**config.mk**
```make
export PLATFORM = sky130hd
export DESIGN_NAME = gpt_timers
export DESIGN_NICKNAME = d
export VERILOG_FILES = /design/src/inc/gpt_pkg.sv /design/src/verilog/gpt_timers.sv
export SDC_FILE = /design/constraint.sdc
export NUM_CORES = 1
export LEC_CHECK = 0
export BUFFER_PORTS_ARGS = -buffer_cell sky130_fd_sc_hd__buf_4
export CAP_MARGIN = 20
export CORE_UTILIZATION = 48
export CTS_CLUSTER_DIAMETER = 200
export CTS_CLUSTER_SIZE = 40
export DETAILED_ROUTE_END_ITERATION = 8
export PLACE_DENSITY = 0.74
export SLEW_MARGIN = 20
export SYNTH_ARGS = -nofsm -noshare
export SYNTH_HDL_FRONTEND = slang
export SYNTH_SLANG_ARGS = --single-unit
```
**constraint.sdc**
```tcl
create_clock -name ref_clk_i -period 2.3 [get_ports ref_clk_i]
set_input_delay 0.46 -clock ref_clk_i [delete_from_list [all_inputs] [get_ports ref_clk_i]]
set_output_delay 0.46 -clock ref_clk_i [all_outputs]
set_load 0.02 [all_outputs]
```
**src/inc/gpt_pkg.sv**
```systemverilog
// gpt_pkg: constants shared by the general purpose timer block
package gpt_pkg;

    localparam int NUM_TIMERS = 5;
    localparam int ADDR_W     = 5;
    localparam int DATA_W     = 16;

    // register indices: control, count and period banks, one word per timer
    localparam logic [4:0] CTRL_BASE   = 5'h00;
    localparam logic [4:0] COUNT_BASE  = 5'h08;
    localparam logic [4:0] PERIOD_BASE = 5'h10;

    // control field positions
    localparam int RUN_BIT       = 15;
    localparam int IDLE_STOP_BIT = 13;
    localparam int GATE_EN_BIT   = 6;
    localparam int PRESCALE_HI   = 5;
    localparam int PRESCALE_LO   = 4;
    localparam int PAIR_MODE_BIT = 3;
    localparam int EXT_SYNC_BIT  = 2;
    localparam int CLK_SRC_BIT   = 1;

    // implemented control bits per timer kind, the rest read zero
    localparam logic [15:0] STANDALONE_CTRL_MASK = 16'hA076;
    localparam logic [15:0] EVEN_CTRL_MASK       = 16'hA07A;
    localparam logic [15:0] ODD_CTRL_MASK        = 16'hA072;

    localparam logic [15:0] CTRL_RESET   = 16'h0000;
    localparam logic [15:0] COUNT_RESET  = 16'h0000;
    localparam logic [15:0] PERIOD_RESET = 16'hFFFF;

    // prescaler terminal counts (divide ratio minus one)
    localparam logic [7:0] PRESCALE_TERM_1   = 8'h00;
    localparam logic [7:0] PRESCALE_TERM_8   = 8'h07;
    localparam logic [7:0] PRESCALE_TERM_64  = 8'h3F;
    localparam logic [7:0] PRESCALE_TERM_256 = 8'hFF;

endpackage : gpt_pkg

```
**src/verilog/gpt_timers.sv**
```systemverilog
// gpt_timers: one standalone timer and two pairable 16/32-bit timer pairs
//
// Overview of operation
// - standalone timer is 16-bit: timer, sync counter or async counter
// - run bit 15 starts counting when one, stops when zero
// - idle-stop bit 13 halts timer in idle; zero keeps it running
// - gate bit 6 gates accumulation on internal clock; ignored on external clock
// - prescale field divides by 256, 64, 8 or 1 for codes 11, 10, 01, 00
// - sync bit 2 synchronises external clock; ignored on internal clock
// - clock-source bit 1 picks external pin rising edges or internal clock
// - count writes ignored while external clock selected and standalone timer runs
// - standalone flag on period match or gate falling edge
// - standalone timer may keep running in idle and sleep
// - paired: even timer is low word, odd timer high word
// - paired: odd control ignored, even control and pins used
// - paired: match event reported through odd timer's flag
// - paired: odd period is upper half, even period lower half
// - paired: full 32-bit count compared with 32-bit period
// - paired: live count held in odd/even count registers
// - pairable timers: all 16-bit modes but async, plus 32-bit modes
// - first pair drives converter trigger, second pair does not
// - first pair's counts exported as capture/compare time base
// - pair bit 3 of even control joins the two timers into 32 bits
`timescale 1ns/10ps

module gpt_timers (
    input  wire logic                          ref_clk_i,
    input  wire logic                          rst_i,
    input  wire logic [gpt_pkg::ADDR_W-1:0]    addr_i,
    input  wire logic [gpt_pkg::DATA_W-1:0]    wdata_i,
    input  wire logic                          wr_i,
    input  wire logic                          rd_i,
    input  wire logic                          idle_i,
    input  wire logic                          sleep_i,
    input  wire logic [gpt_pkg::NUM_TIMERS-1:0] ext_clock_pin_i,
    output logic      [gpt_pkg::DATA_W-1:0]    rdata_o,
    output logic      [gpt_pkg::NUM_TIMERS-1:0] event_o,
    output logic                               adc_trig_o,
    output logic      [gpt_pkg::DATA_W-1:0]    tb_a_low_o,
    output logic      [gpt_pkg::DATA_W-1:0]    tb_a_high_o
);

    localparam int N = gpt_pkg::NUM_TIMERS;

    typedef struct packed {
        logic [N-1:0][15:0] ctrl;
        logic [N-1:0][15:0] cnt;
        logic [N-1:0][15:0] per;
        logic [N-1:0][7:0]  psc;
        logic [N-1:0]       s1;
        logic [N-1:0]       s2;
        logic [N-1:0]       s3;
        logic [N-1:0]       flt;
        logic [N-1:0]       evt;
        logic               adc;
        logic [15:0]        rdata;
    } gpt_state_t;

    gpt_state_t state_reg;
    gpt_state_t state_next;

    function automatic logic [7:0] gpt_prescale_term(input logic [1:0] code);
        case (code)
            2'b11:   gpt_prescale_term = gpt_pkg::PRESCALE_TERM_256;
            2'b10:   gpt_prescale_term = gpt_pkg::PRESCALE_TERM_64;
            2'b01:   gpt_prescale_term = gpt_pkg::PRESCALE_TERM_8;
            default: gpt_prescale_term = gpt_pkg::PRESCALE_TERM_1;
        endcase
    endfunction : gpt_prescale_term

    function automatic logic [15:0] gpt_ctrl_mask(input int idx);
        if (idx == 0)
            gpt_ctrl_mask = gpt_pkg::STANDALONE_CTRL_MASK;
        else if (idx == 1 || idx == 3)
            gpt_ctrl_mask = gpt_pkg::EVEN_CTRL_MASK;
        else
            gpt_ctrl_mask = gpt_pkg::ODD_CTRL_MASK;
    endfunction : gpt_ctrl_mask

    // one word per timer in each bank, so a hit is base plus timer index
    function automatic logic gpt_addr_hit(
        input logic [4:0] base,
        input int         idx,
        input logic [4:0] addr
    );
        gpt_addr_hit = (addr == base + 5'(idx));
    endfunction : gpt_addr_hit

    always_comb
    begin
        logic [N-1:0] rise;
        logic [N-1:0] fall;
        logic [15:0]  ctl;
        logic         wide;
        logic         skip;
        logic         clock_source_select;
        logic         gated;
        logic         async_cnt;
        logic         run;
        logic         src;
        logic         tick;
        logic [31:0]  cur32;
        logic [31:0]  per32;
        int           hi;
        rise       = '0;
        fall       = '0;
        ctl        = '0;
        wide       = 1'b0;
        skip       = 1'b0;
        clock_source_select        = 1'b0;
        gated      = 1'b0;
        async_cnt  = 1'b0;
        run        = 1'b0;
        src        = 1'b0;
        tick       = 1'b0;
        cur32      = '0;
        per32      = '0;
        hi         = 0;
        state_next = state_reg;
        state_next.evt   = '0;
        state_next.adc   = 1'b0;
        state_next.rdata = '0;

        // pins: three stages, a change is taken once stages two and three agree
        state_next.s1 = ext_clock_pin_i;
        state_next.s2 = state_reg.s1;
        state_next.s3 = state_reg.s2;
        for (int j = 0; j < N; j++)
        begin
            if (state_reg.s2[j] == state_reg.s3[j])
            begin
                state_next.flt[j] = state_reg.s2[j];
                rise[j] = state_reg.s2[j] & ~state_reg.flt[j];
                fall[j] = ~state_reg.s2[j] & state_reg.flt[j];
            end
        end

        for (int i = 0; i < N; i++)
        begin
            hi   = (i < 3) ? 2 : 4;
            skip = (i == 2 && state_reg.ctrl[1][gpt_pkg::PAIR_MODE_BIT]) ||
                   (i == 4 && state_reg.ctrl[3][gpt_pkg::PAIR_MODE_BIT]);
            if (!skip)
            begin
                ctl  = state_reg.ctrl[i];
                wide = (i == 1 || i == 3) && ctl[gpt_pkg::PAIR_MODE_BIT];
                clock_source_select  = ctl[gpt_pkg::CLK_SRC_BIT];
                // only the standalone timer has an unsynchronised mode
                async_cnt = (i == 0) && clock_source_select && !ctl[gpt_pkg::EXT_SYNC_BIT];
                // internal clock stops in sleep; only the async count survives it
                run = ctl[gpt_pkg::RUN_BIT] &&
                      !(idle_i && ctl[gpt_pkg::IDLE_STOP_BIT]) &&
                      !(sleep_i && !async_cnt);
                gated = !clock_source_select && ctl[gpt_pkg::GATE_EN_BIT];
                src = clock_source_select ? rise[i] : (gated ? state_reg.flt[i] : 1'b1);
                tick = 1'b0;
                if (!ctl[gpt_pkg::RUN_BIT])
                    state_next.psc[i] = '0;
                else if (run && src)
                begin
                    if (state_reg.psc[i] >= gpt_prescale_term(
                            ctl[gpt_pkg::PRESCALE_HI:gpt_pkg::PRESCALE_LO]))
                    begin
                        state_next.psc[i] = '0;
                        tick = 1'b1;
                    end
                    else
                        state_next.psc[i] = state_reg.psc[i] + 8'h01;
                end

                // falling gate edge ends an accumulation and flags it
                if (gated && run && fall[i])
                    state_next.evt[wide ? hi : i] = 1'b1;

                if (tick && wide)
                begin
                    cur32 = {state_reg.cnt[hi], state_reg.cnt[i]};
                    per32 = {state_reg.per[hi], state_reg.per[i]};
                    if (cur32 == per32)
                    begin
                        cur32 = '0;
                        state_next.evt[hi] = 1'b1;
                    end
                    else
                        cur32 = cur32 + 32'h0000_0001;
                    state_next.cnt[hi] = cur32[31:16];
                    state_next.cnt[i]  = cur32[15:0];
                end
                else if (tick)
                begin
                    if (state_reg.cnt[i] == state_reg.per[i])
                    begin
                        state_next.cnt[i] = '0;
                        state_next.evt[i] = 1'b1;
                    end
                    else
                        state_next.cnt[i] = state_reg.cnt[i] + 16'h0001;
                end
            end
        end

        // converter trigger from the first pair's odd timer event
        state_next.adc = state_next.evt[2];

        // register writes land after counting, so software wins a same-cycle count
        if (wr_i)
        begin
            for (int i = 0; i < N; i++)
            begin
                if (gpt_addr_hit(gpt_pkg::CTRL_BASE, i, addr_i))
                    state_next.ctrl[i] = wdata_i & gpt_ctrl_mask(i);
                if (gpt_addr_hit(gpt_pkg::PERIOD_BASE, i, addr_i))
                    state_next.per[i] = wdata_i;
                if (gpt_addr_hit(gpt_pkg::COUNT_BASE, i, addr_i) &&
                    !(i == 0 && state_reg.ctrl[0][gpt_pkg::CLK_SRC_BIT] &&
                      state_reg.ctrl[0][gpt_pkg::RUN_BIT]))
                    state_next.cnt[i] = wdata_i;
            end
        end

        // unmapped addresses read as zero
        if (rd_i)
        begin
            for (int i = 0; i < N; i++)
            begin
                if (gpt_addr_hit(gpt_pkg::CTRL_BASE, i, addr_i))
                    state_next.rdata = state_reg.ctrl[i];
                if (gpt_addr_hit(gpt_pkg::COUNT_BASE, i, addr_i))
                    state_next.rdata = state_reg.cnt[i];
                if (gpt_addr_hit(gpt_pkg::PERIOD_BASE, i, addr_i))
                    state_next.rdata = state_reg.per[i];
            end
        end
    end

    always_ff @(posedge ref_clk_i)
    begin
        if (rst_i)
        begin
            state_reg.ctrl  <= {N{gpt_pkg::CTRL_RESET}};
            state_reg.cnt   <= {N{gpt_pkg::COUNT_RESET}};
            state_reg.per   <= {N{gpt_pkg::PERIOD_RESET}};
            state_reg.psc   <= '0;
            state_reg.s1    <= '0;
            state_reg.s2    <= '0;
            state_reg.s3    <= '0;
            state_reg.flt   <= '0;
            state_reg.evt   <= '0;
            state_reg.adc   <= 1'b0;
            state_reg.rdata <= '0;
        end
        else
            state_reg <= state_next;
    end

    assign rdata_o     = state_reg.rdata;
    assign event_o     = state_reg.evt;
    assign adc_trig_o  = state_reg.adc;
    assign tb_a_low_o  = state_reg.cnt[1];
    assign tb_a_high_o = state_reg.cnt[2];

endmodule : gpt_timers
```
### Yosys cells after proc, flatten, opt, wreduce, memory -nomap -nowiden

Cells that the tools add are included.

* flip-flop bits (word level): 322
* word-level logic and storage cells: 349

* bitwise logic cells: 33
* equal/unequal tests: 43
* reductions and logical operators: 75
* $add $sub $neg: 12
* mux-type cells: 146
* $lt $le $gt $ge: 9

Operator list (number)
* 16-bit 2-to-1 mux: 51
* 8-bit 2-to-1 mux: 21
* 160-bit 2-to-1 mux: 1
* 8-bit case mux with 3 select lines: 5
* 16-bit by 1-bit adder with 16-bit output, second input constant: 5
* 16-bit AND: 5
* 16-bit == test: 5
* 32-bit by 1-bit adder with 32-bit output, second input constant: 2
* 32-bit == test: 2
* 32-bit 2-to-1 mux: 2
* 1-bit 2-to-1 mux: 60
* 1-bit logical AND: 43
* 8-bit by 1-bit adder with 8-bit output, second input constant: 5
* 8-bit >= comparator: 5
* 5-bit by 4-bit == test with 1-bit output, second input constant: 5
* 5-bit == test, second input constant: 5
* 2-bit AND reduction: 12
* 2-bit == test, second input constant: 10
* 1-bit inverter: 16
* 1-bit zero test: 15
* 1-bit AND: 10
* 2-bit by 1-bit == test with 1-bit output, second input constant: 5
* 5-bit by 2-bit == test with 1-bit output, second input constant: 2
* 5-bit 2-to-1 mux: 2
* other kinds (15): 24

### Longest topological paths before layout

Gate-level depths: netlist (run 1).

* depth in word-level cells: 30
* gate-level depth with buffers: 11
* mapped depth without buffers: 10

### Worst setup path after synthesis (run 1)

No wires, ideal clock.

* kind: reg2reg
* start: register state_reg[278] in the netlist's numbering
* end: register state_reg (netlist bit tb_a_high_o[0])
* path slack: -0.232 ns
* buffers on the path: 1
* setup time: 0.103 ns
* data arrival time: 2.429 ns
* stages on the path, launching flop included: 12
* path through: dfxtp_1 -> or2_2 -> inv_1 -> ha_1 -> a21oi_1 -> o21ai_0 -> a31oi_1 -> or2_1 -> clkbuf_1 -> a31o_4 -> inv_2 -> a2111oi_2

* word-level cells in the longest chain between the ends: 14
* elaborated cells between the ends (all ways): 16
* those cells by class: order compare: 1; eq/ne: 3; mux: 12

Ends and longest elaborated chain
* start: declaration: RTL line gpt_timers.sv:59 `gpt_state_t state_reg;`
* start signal: assignment: RTL line gpt_timers.sv:253 `state_reg <= state_next;`
* 2-bit by 1-bit == test with 1-bit output / 2-bit == test (equally long branches): RTL line gpt_timers.sv:63 `case (code)`
* 8-bit case mux with 3 select lines (*): RTL line gpt_timers.sv:63
* 8-bit 2-to-1 mux (*): RTL line gpt_timers.sv:159 `else if (run && src)`
* 8-bit 2-to-1 mux (*): RTL line gpt_timers.sv:157 `if (!ctl[gpt_pkg::RUN_BIT])`
* 8-bit 2-to-1 mux (*): RTL line gpt_timers.sv:143 `if (!skip)`
* 8-bit >= comparator (*): RTL line gpt_timers.sv:161 `if (state_reg.psc[i] >= gpt_prescale_term(`
* 1-bit 2-to-1 mux (*): RTL line gpt_timers.sv:161
* 1-bit 2-to-1 mux (*): RTL line gpt_timers.sv:159
* 1-bit 2-to-1 mux (*): RTL line gpt_timers.sv:157
* 1-bit 2-to-1 mux (*): RTL line gpt_timers.sv:143
* 16-bit 2-to-1 mux (*): RTL line gpt_timers.sv:189 `else if (tick)`
* 16-bit 2-to-1 mux (*): RTL line gpt_timers.sv:143
* 16-bit 2-to-1 mux: RTL line gpt_timers.sv:214 `if (gpt_addr_hit(gpt_pkg::COUNT_BASE, i, addr_i) &&`
* 160-bit 2-to-1 mux (*): RTL line gpt_timers.sv:206 `if (wr_i)`

Every way passes the cells marked *; elsewhere a longest branch is shown, timed or not. The select of a mux whose other input is x is not followed.
A chain may end at the register's enable or synchronous reset.

### Final worst setup path (run 1)

* start: register state_reg[263] in the netlist's numbering
* end: register state_reg (netlist bit tb_a_high_o[10])

* word-level cells in the longest chain between the ends: 14
* elaborated cells between the ends (all ways): 16
* those cells by class: order compare: 1; eq/ne: 3; mux: 11; reduce/logical: 1

Ends and longest elaborated chain
* 2-bit by 1-bit == test with 1-bit output / 2-bit == test (equally long branches): RTL line gpt_timers.sv:63
* 8-bit case mux with 3 select lines (*): RTL line gpt_timers.sv:63
* 8-bit 2-to-1 mux (*): RTL line gpt_timers.sv:159
* 8-bit 2-to-1 mux (*): RTL line gpt_timers.sv:157
* 8-bit >= comparator (*): RTL line gpt_timers.sv:161
* 1-bit 2-to-1 mux (*): RTL line gpt_timers.sv:161
* 1-bit 2-to-1 mux (*): RTL line gpt_timers.sv:159
* 1-bit 2-to-1 mux (*): RTL line gpt_timers.sv:157
* 1-bit logical AND (*): RTL line gpt_timers.sv:175 `if (tick && wide)`
* 16-bit 2-to-1 mux (*): RTL line gpt_timers.sv:175
* 16-bit 2-to-1 mux: RTL line gpt_timers.sv:189
* 16-bit 2-to-1 mux (*): RTL line gpt_timers.sv:143
* 16-bit 2-to-1 mux: RTL line gpt_timers.sv:214
* 160-bit 2-to-1 mux (*): RTL line gpt_timers.sv:206

Marked as above.

==> results.md, run 1 <==
* Setup TNS at -7.583 ns
* Clk slew on worst S/H paths at 0.16 ns
* Max FFs per register at 211
* Die X at 183.6 um
* Syn Nets at 2104
* Simple-gate share of the synthesized area at 27.68%
* Num CTS Buffers at 10
* Post-synthesis compound-gate area fraction at 19.20%
* Clk_lat worst skew at 0.53 ns
* Dpl cell area at 18710 um^2
* Max_slew headroom at 58.63%
* Main synth FF type: dfxtp_1
* Vias at 17390
* Die area at 33700 um^2
* Part of the Yosys area used for sequential elements at 34.66%
* Overflow after GRT at 0
* Synth unique cells at 84
* Synthesized area at 15820 um^2
* Final setup fails at 59
* Final Wtd Congestion at 1.063
* R2r endpoint: tb_a_high_o[10]$_SDFF_PP0_
* Post-synth top cells: nand2_1, dfxtp_1, nand3_1
* R2R depth at 11
* Critical Path End: tb_a_high_o[10]$_SDFF_PP0_
* Max-cap viol count at 0
* WHS at 0.1556 ns
* Xor/xnor share of the synthesized area at 6.966%
* Post-route cell area at 20960 um^2
* Final Cycle Share at 113.8%
* Clk sinks at 274
* WL/cell at 22.66 um
* Post-synthesis mux area share at 1.075%
* Nets at 2394
* Synth area leaders: dfxtp_1, nand2_1, nand3_1, xor2_1, nor2_1
* Min Tclk post-route at 2.617 ns
* CP arrival at 3.07 ns
* Power Dens Cells at 388.6 nW/um^2
* Slew @ Worst Pin at 0.6120 ns
* Reg2Reg Setup Slack at -0.32 ns
* Synth-to-layout area growth at 32.43%
* Cell accounting for the most synthesized area: dfxtp_1
* Iter 0 DRT Violations at 2132
* Worst Setup End Kind: flop
* RSZ-0062 raised after global routing: true
* CTS tree: done
* Fillers at 2722
* Core footprint at 32450 um^2
* EDFF count, synth at 0
* CP Launch Type: flop
* 1st-pass router iterations at 6
* Highest clock rate at 0.3821 GHz
* Clock Tree Buf Depth at 3
* Cell Rows at 66
* Most frequent cell after synthesis: nand2_1
* H-tree depth at 1
* Antenna-violating nets left at 0
* Slew Viols, Final at 0
* Worst Hold Class: primary input to flop
* First-pass GRT wire length at 91570 um
* Peak VDD IR at 0.4223 mV
* Dominant combinational cell family by area after synthesis: simple AND/OR/NAND/NOR gates
* Status: finished, violations left
* N_diodes at 0
* Initial antenna violation count at 0
* Synth top area share at 34.66%
* CTS root buf: clkbuf_16
* Buffers added on ports at 85
* LEAKAGE at 8.056 nW
* Yosys warning total at 0
* Starting Density at 48.76%
* Violations in the final reports: setup timing
* Synthesis-stage register bit count at 274
* Ratio of cells with drive above 1 in the final layout at 32.08%
* Die height at 183.6 um
* Final Hold Viols at 0
* GRT Util Overall at 35.14%
* CTS Hold Bufs at 0
* Asr flop ratio synth at 0%
* Multi-input gate area at 10600 um^2
* Mapped Cells at 2026
* Worst Clk Skew at 0.03541 ns
* Crit. Startpoint: state_reg[263]$_SDFFE_PP0P_
* Largest net degree at the start of global routing at 45
* Total chip power at 0.008142 W
* Setup ws final at -0.3171 ns
* Vias in the first global route at 16110
* Drt via density at 6.303
* WL final at 62500 um
* Post-synthesis average cell area at 7.810 um^2
* DP HPWL at 43780 um
* Adder-Cell Fraction of Synth Area at 3.637%
* Worst endpoint required time at 2.75 ns
* CP Max Fanout at 5
* Register Area at 5577 um^2
* I/O Pins at 86
* # DRC at 0
* Kind of critical path: flop to flop
* Worst r2r src: state_reg[263]$_SDFFE_PP0P_
[layout by cell type (no fill, tap or decap), types with 10 or more instances in the layout]
| cell type | n |
|---|---|
| a21oi_1 | 80 |
| ha_1 | 25 |
| o21ai_1 | 34 |
| nand3b_1 | 22 |
| and3_1 | 26 |
| a221oi_1 | 23 |
| nand3_1 | 158 |
| dfxtp_4 | 12 |
| clkbuf_16 | 13 |
| a22oi_1 | 15 |
| a31oi_1 | 20 |
| inv_1 | 24 |
| nor2b_1 | 35 |
| a311oi_2 | 17 |
| buf_4 | 423 |
| nor2_1 | 147 |
| a21oi_2 | 12 |
| dfxtp_1 | 225 |
| buf_6 | 39 |
| dfxtp_2 | 37 |
| a22o_1 | 21 |
| o211ai_1 | 19 |
| nand4_1 | 42 |
| nor3_1 | 31 |
| a311oi_1 | 16 |
| xnor2_1 | 32 |
| ha_4 | 20 |
| o21ai_0 | 65 |
| and2_1 | 11 |
| xor2_1 | 84 |
| or3_1 | 10 |
| nor4_1 | 20 |
| nand2_1 | 274 |
| mux2i_1 | 17 |
[metrics by stage]
stage	setup slack (ns)	instances	utilization [%]
2_1_floorplan	-0.02705	2026	-
3_3_place_gp	-0.5459	2697	57.65
3_5_place_dp	-0.4465	2697	57.65
4_1_cts	-0.2469	2735	60.50
5_1_grt	-0.3530	2758	64.57
6_report	-0.3171	2758	64.57
[logic make-up (layout without fill, tap and decap cells)]
| family | after synthesis | after routing |
|---|---|---|
| AND/OR/NAND/NOR | 892 | 892 |
| buffers and inverters | 226 | 516 |
| adder cells (fa/ha/maj) | 46 | 46 |
| flip-flops | 274 | 274 |
| AO/OA/AOI/OAI | 446 | 446 |
| XOR/XNOR | 125 | 125 |
| multiplexers | 17 | 17 |
[repair_timing]
item,in CTS,in global routing
gates cloned,2,4
buffers inserted,24,23
pin swaps,53,113
endpoints found under the setup margin,100,122
gates resized for setup,128,249
[worst max-delay path, cell delays in order (launching register included)]
cell,delay (ns)
dfxtp_4,0.41
nand2_2,0.09
ha_2,0.32
o21ai_1,0.07
a21oi_2,0.16
o22ai_4,0.11
buf_6,0.14
buf_4,0.14
nor4b_1,0.53
o21ba_2,0.23
o211ai_1,0.08
a221oi_1,0.26
[metal layers]
layer  GRT usage [%]  routed length (um)  up-vias
met3           5.250                6509      208
met2           54.61               27460     1006
met1           48.94               25610     8344
met4           13.30                2919        0
li1                -                   -     7827
met5               0                   0        -
[how the worst min path moves through the flow]
stage,from,to,slack [ns],cells after the start
2_1_floorplan,state_next[32]$_SDFF_PP0_,state_next[27]$_SDFF_PP0_,0.41,1
3_3_place_gp,state_next[32]$_SDFF_PP0_,state_next[27]$_SDFF_PP0_,0.43,1
3_5_place_dp,state_next[33]$_SDFF_PP0_,state_next[28]$_SDFF_PP0_,0.43,1
4_1_cts,ext_clock_pin_i[2],state_next[34]$_SDFF_PP0_,0.15,2
5_1_grt,ext_clock_pin_i[2],state_next[34]$_SDFF_PP0_,0.17,2
6_report,ext_clock_pin_i[2],state_next[34]$_SDFF_PP0_,0.16,2
[layout make-up]
cell class	instances	area share, %
clock buffers	11	1.314
flip-flops and latches	274	26.61
clock inverters	1	0.04180
multi-input cells	1526	50.59
repair buffers	471	18.15
inverters	33	0.6568
well taps	442	2.639
[power breakdown]
group | internal, W | leakage, nW | switching [W] | total [W]
sequential | 0.00479 | 2.23 | 0.0000577 | 0.00485
combinational | 0.000324 | 5.69 | 0.000552 | 0.000876
clock | 0.000876 | 0.140 | 0.00154 | 0.00242
total | 0.00599 | 8.06 | 0.00215 | 0.00814
(Power assumes the default switching activity.)
==> inputs of run 2 (changes only) <==
- CTS_CLUSTER_SIZE: 40 -> 24
- REMOVE_ABC_BUFFERS: unset -> 1
==> run 2 against run 1 <==
  * The run still ends with setup timing left
  * Register-to-register slack gained 0.10 ns
  * Clock skew about the same
  * Global-route usage is 1.0 points higher
  * Combinational power is 2.7% higher
  * Non-clock buffer count increased by 3
  * Final area is 0.44% higher
  * Critical path depth rose by 1
  * First-iteration DRC count increased by 8.3%
  * Critical path type unchanged
  * Largest cell class unchanged
  * Highest routed layer unchanged
==> results.md, run 2 (synthesized netlist as in run 1, its figures left out) <==
* Cell Rows at 66 (unchanged)
* Power Dens Cells at 412.4 nW/um^2 (was 388.6 nW/um^2)
* Num CTS Buffers at 15 (was 10)
* Placed insts at 2717 (was 2697)
* # DRC at 0 (unchanged)
* Initial antenna violation count at 1 (was 0)
* Drt via density at 6.295 (was 6.303)
* Clock group share of total power at 33.8% (was 29.7%)
* Met2 Use GR at 55.73% (was 54.61%)
* WL/cell at 23.32 um (was 22.66 um)
* Final Cycle Share at 109.4% (was 113.8%)
* GRT Util Overall at 36.19% (was 35.14%)
* Synth-to-layout area growth at 33.00% (was 32.43%)
* Slew @ Worst Pin at 0.7789 ns (was 0.6120 ns)
* DP HPWL at 44510 um (was 43780 um)
* Clk_lat worst skew at 0.54 ns (was 0.53 ns)
* Psw at 0.002353 W (was 0.002150 W)
* 1st-pass router iterations at 8 (was 6)
* First-pass GRT wire length at 93900 um (was 91570 um)
* Non-filler cells, final at 2766 (was 2758)
* Worst Clk Skew at 0.03533 ns (was 0.03541 ns)
* Worst Setup End Kind: flop (unchanged)
* Final Hold Viols at 0 (unchanged)
* Final Wtd Congestion at 0.9532 (was 1.063)
* Vias in the first global route at 16040 (was 16110)
* Leading cell types in the layout, fill and taps excluded: buf_4, nand2_1, dfxtp_1 (unchanged)
* Clk sinks at 274 (unchanged)
* Fillers at 2688 (was 2722)
* Final setup fails at 51 (was 59)
* Pre-CTS WS at -0.5752 ns (was -0.4465 ns)
* Combinational share of power at 10.4% (was 10.8%)
* N_diodes at 0 (unchanged)
* Antenna-violating nets left at 0 (unchanged)
* CTS Hold Bufs at 0 (unchanged)
* Worst endpoint required time at 2.72 ns (was 2.75 ns)
* Largest net degree at the start of global routing at 83 (was 45)
* Kind of critical path: flop to flop (unchanged)
* Routing usage on met3 at 4.933% (was 5.250%)
* CP Launch Type: flop (unchanged)
* Most common cell after layout, fill and taps aside: buf_4 (unchanged)
* Max-cap viol count at 0 (unchanged)
* Die height at 183.6 um (unchanged)
* Max FFs per register at 211 (unchanged)
* H-tree depth at 1 (unchanged)
* Overflow after GRT at 0 (unchanged)
* Iter 0 DRT Violations at 2308 (was 2132)
* CTS tree: done (unchanged)
* Min Tclk post-route at 2.517 ns (was 2.617 ns)
* Clock Tree Buf Depth at 3 (unchanged)
* Highest clock rate at 0.3973 GHz (was 0.3821 GHz)
* Setup ws final at -0.2173 ns (was -0.3171 ns)
* Post-route cell area at 21050 um^2 (was 20960 um^2)
* Starting Density at 48.76% (unchanged)
* CP arrival at 2.93 ns (was 3.07 ns)
* Reg power frac at 55.8% (was 59.6%)
* Ratio of cells with drive above 1 in the final layout at 31.58% (was 32.08%)
* Peak VDD IR at 0.3897 mV (was 0.4223 mV)
* Die X at 183.6 um (unchanged)
* Core footprint at 32450 um^2 (unchanged)
* Max_slew headroom at 46.73% (was 58.63%)
* GR peak layer: met2 (unchanged)
* Dpl cell area at 18890 um^2 (was 18710 um^2)
* Buffers added on ports at 85 (unchanged)
* RSZ-0062 raised after global routing: true (unchanged)
* I/O Pins at 86 (unchanged)
* LEAKAGE at 8.194 nW (was 8.056 nW)
* Slew Viols, Final at 0 (unchanged)
* Vias at 17410 (was 17390)
* Clk slew on worst S/H paths at 0.11 ns (was 0.16 ns)
* CP Max Fanout at 6 (was 5)
* Met1 Resource Use GR at 49.73% (was 48.94%)
* Int Power at 0.006326 W (was 0.005992 W)
* Die area at 33700 um^2 (unchanged)
* Worst Hold Class: primary input to flop (unchanged)
* Status: finished, violations left (unchanged)
* Violations in the final reports: setup timing (unchanged)
* CTS root buf: clkbuf_16 (unchanged)
* Nets at 2403 (was 2394)
* WL final at 64500 um (was 62500 um)
* Net Sw Frac at 27.11% (was 26.41%)
-- run 2: cell count changes in the layout (fill, tap and decap cells not counted), moves of 6 or more --
cell / before / now
a311oi_1: 16 / 25
a311oi_2: 17 / 8
buf_12: 4 / 11
buf_6: 39 / 32
dfxtp_1: 225 / 251
dfxtp_2: 37 / 18
dfxtp_4: 12 / 5
nand2_1: 274 / 268
nand2_4: 2 / 8
nor3_2: 7 / 13
o21ai_1: 34 / 25
-- run 2: worst paths after layout --
kind,startpoint,to,slack (ns),cells past startpoint
worst min register to register,state_next[36]$_SDFF_PP0_,state_next[31]$_SDFF_PP0_,0.45,1
worst max-delay path,state_reg[295]$_SDFFE_PP0P_,state_reg[219]$_SDFF_PP0_,-0.22,12
worst max register to register,state_reg[295]$_SDFFE_PP0P_,state_reg[219]$_SDFF_PP0_,-0.22,12
worst min-delay path,ext_clock_pin_i[4],state_next[36]$_SDFF_PP0_,0.15,2
-- run 2: layer usage --
| metal | part of all wire (%) | vias to the layer above |
|---|---|---|
| met3 | 9.4 | 194 |
| met4 | 5.3 | 0 |
| met2 | 44 | 1022 |
| met5 | 0 | - |
| li1 | - | 7839 |
| met1 | 41 | 8357 |
-- run 2: worst max-delay path, cell delays in order, from the launching register on --
cell and delay (ns):
dfxtp_4 0.41, nand2_4 0.07, ha_4 0.27, o22a_1 0.15
nand3_2 0.12, nor3_4 0.17, buf_4 0.16, o21ai_2 0.07
buf_6 0.15, nor2_4 0.22, buf_6 0.17, nand4b_1 0.11
a311oi_1 0.34
-- run 2: through the flow --
| step | setup TNS, ns | power [W] | hold WS [ns] | utilization, % |
|---|---|---|---|---|
| finish | -3.960 | 0.008679 | 0.1452 | 64.85 |
| global route | -10.75 | 0.008880 | 0.1458 | 64.85 |
| CTS | -1.081 | 0.008600 | 0.1416 | 61.57 |
| detailed placement | -19.53 | 0.005747 | 0.4269 | 58.20 |
| global placement | -16.43 | 0.005738 | 0.4260 | 58.20 |
| floorplan | -70.09 | 0.005209 | 0.4138 | - |
-- run 2: repair_timing --
item	4_1_cts	5_1_grt
resized for setup	142	216
gates cloned	0	5
pin swaps	51	96
setup buffers	23	9
setup endpoints to repair	97	114
-- run 2: layout make-up --
type	instances	area [um^2]	share of cell area, %
clock inverters	1	16.27	0.07728
inverters	33	140.1	0.6658
flip-flops and latches	274	5527	26.26
multi-input cells	1527	10610	50.40
clock buffers	15	375.4	1.783
well taps	442	553.0	2.628
repair buffers	474	3829	18.19
-- run 2: power groups by stage --
stage | combinational, W | clock [W] | sequential, W
floorplan | 0.000239 | 0 | 0.00497
global placement | 0.000784 | 0 | 0.00495
detailed placement | 0.000792 | 0 | 0.00496
CTS | 0.000831 | 0.00292 | 0.00484
global route | 0.000926 | 0.00310 | 0.00485
finish | 0.000900 | 0.00293 | 0.00485
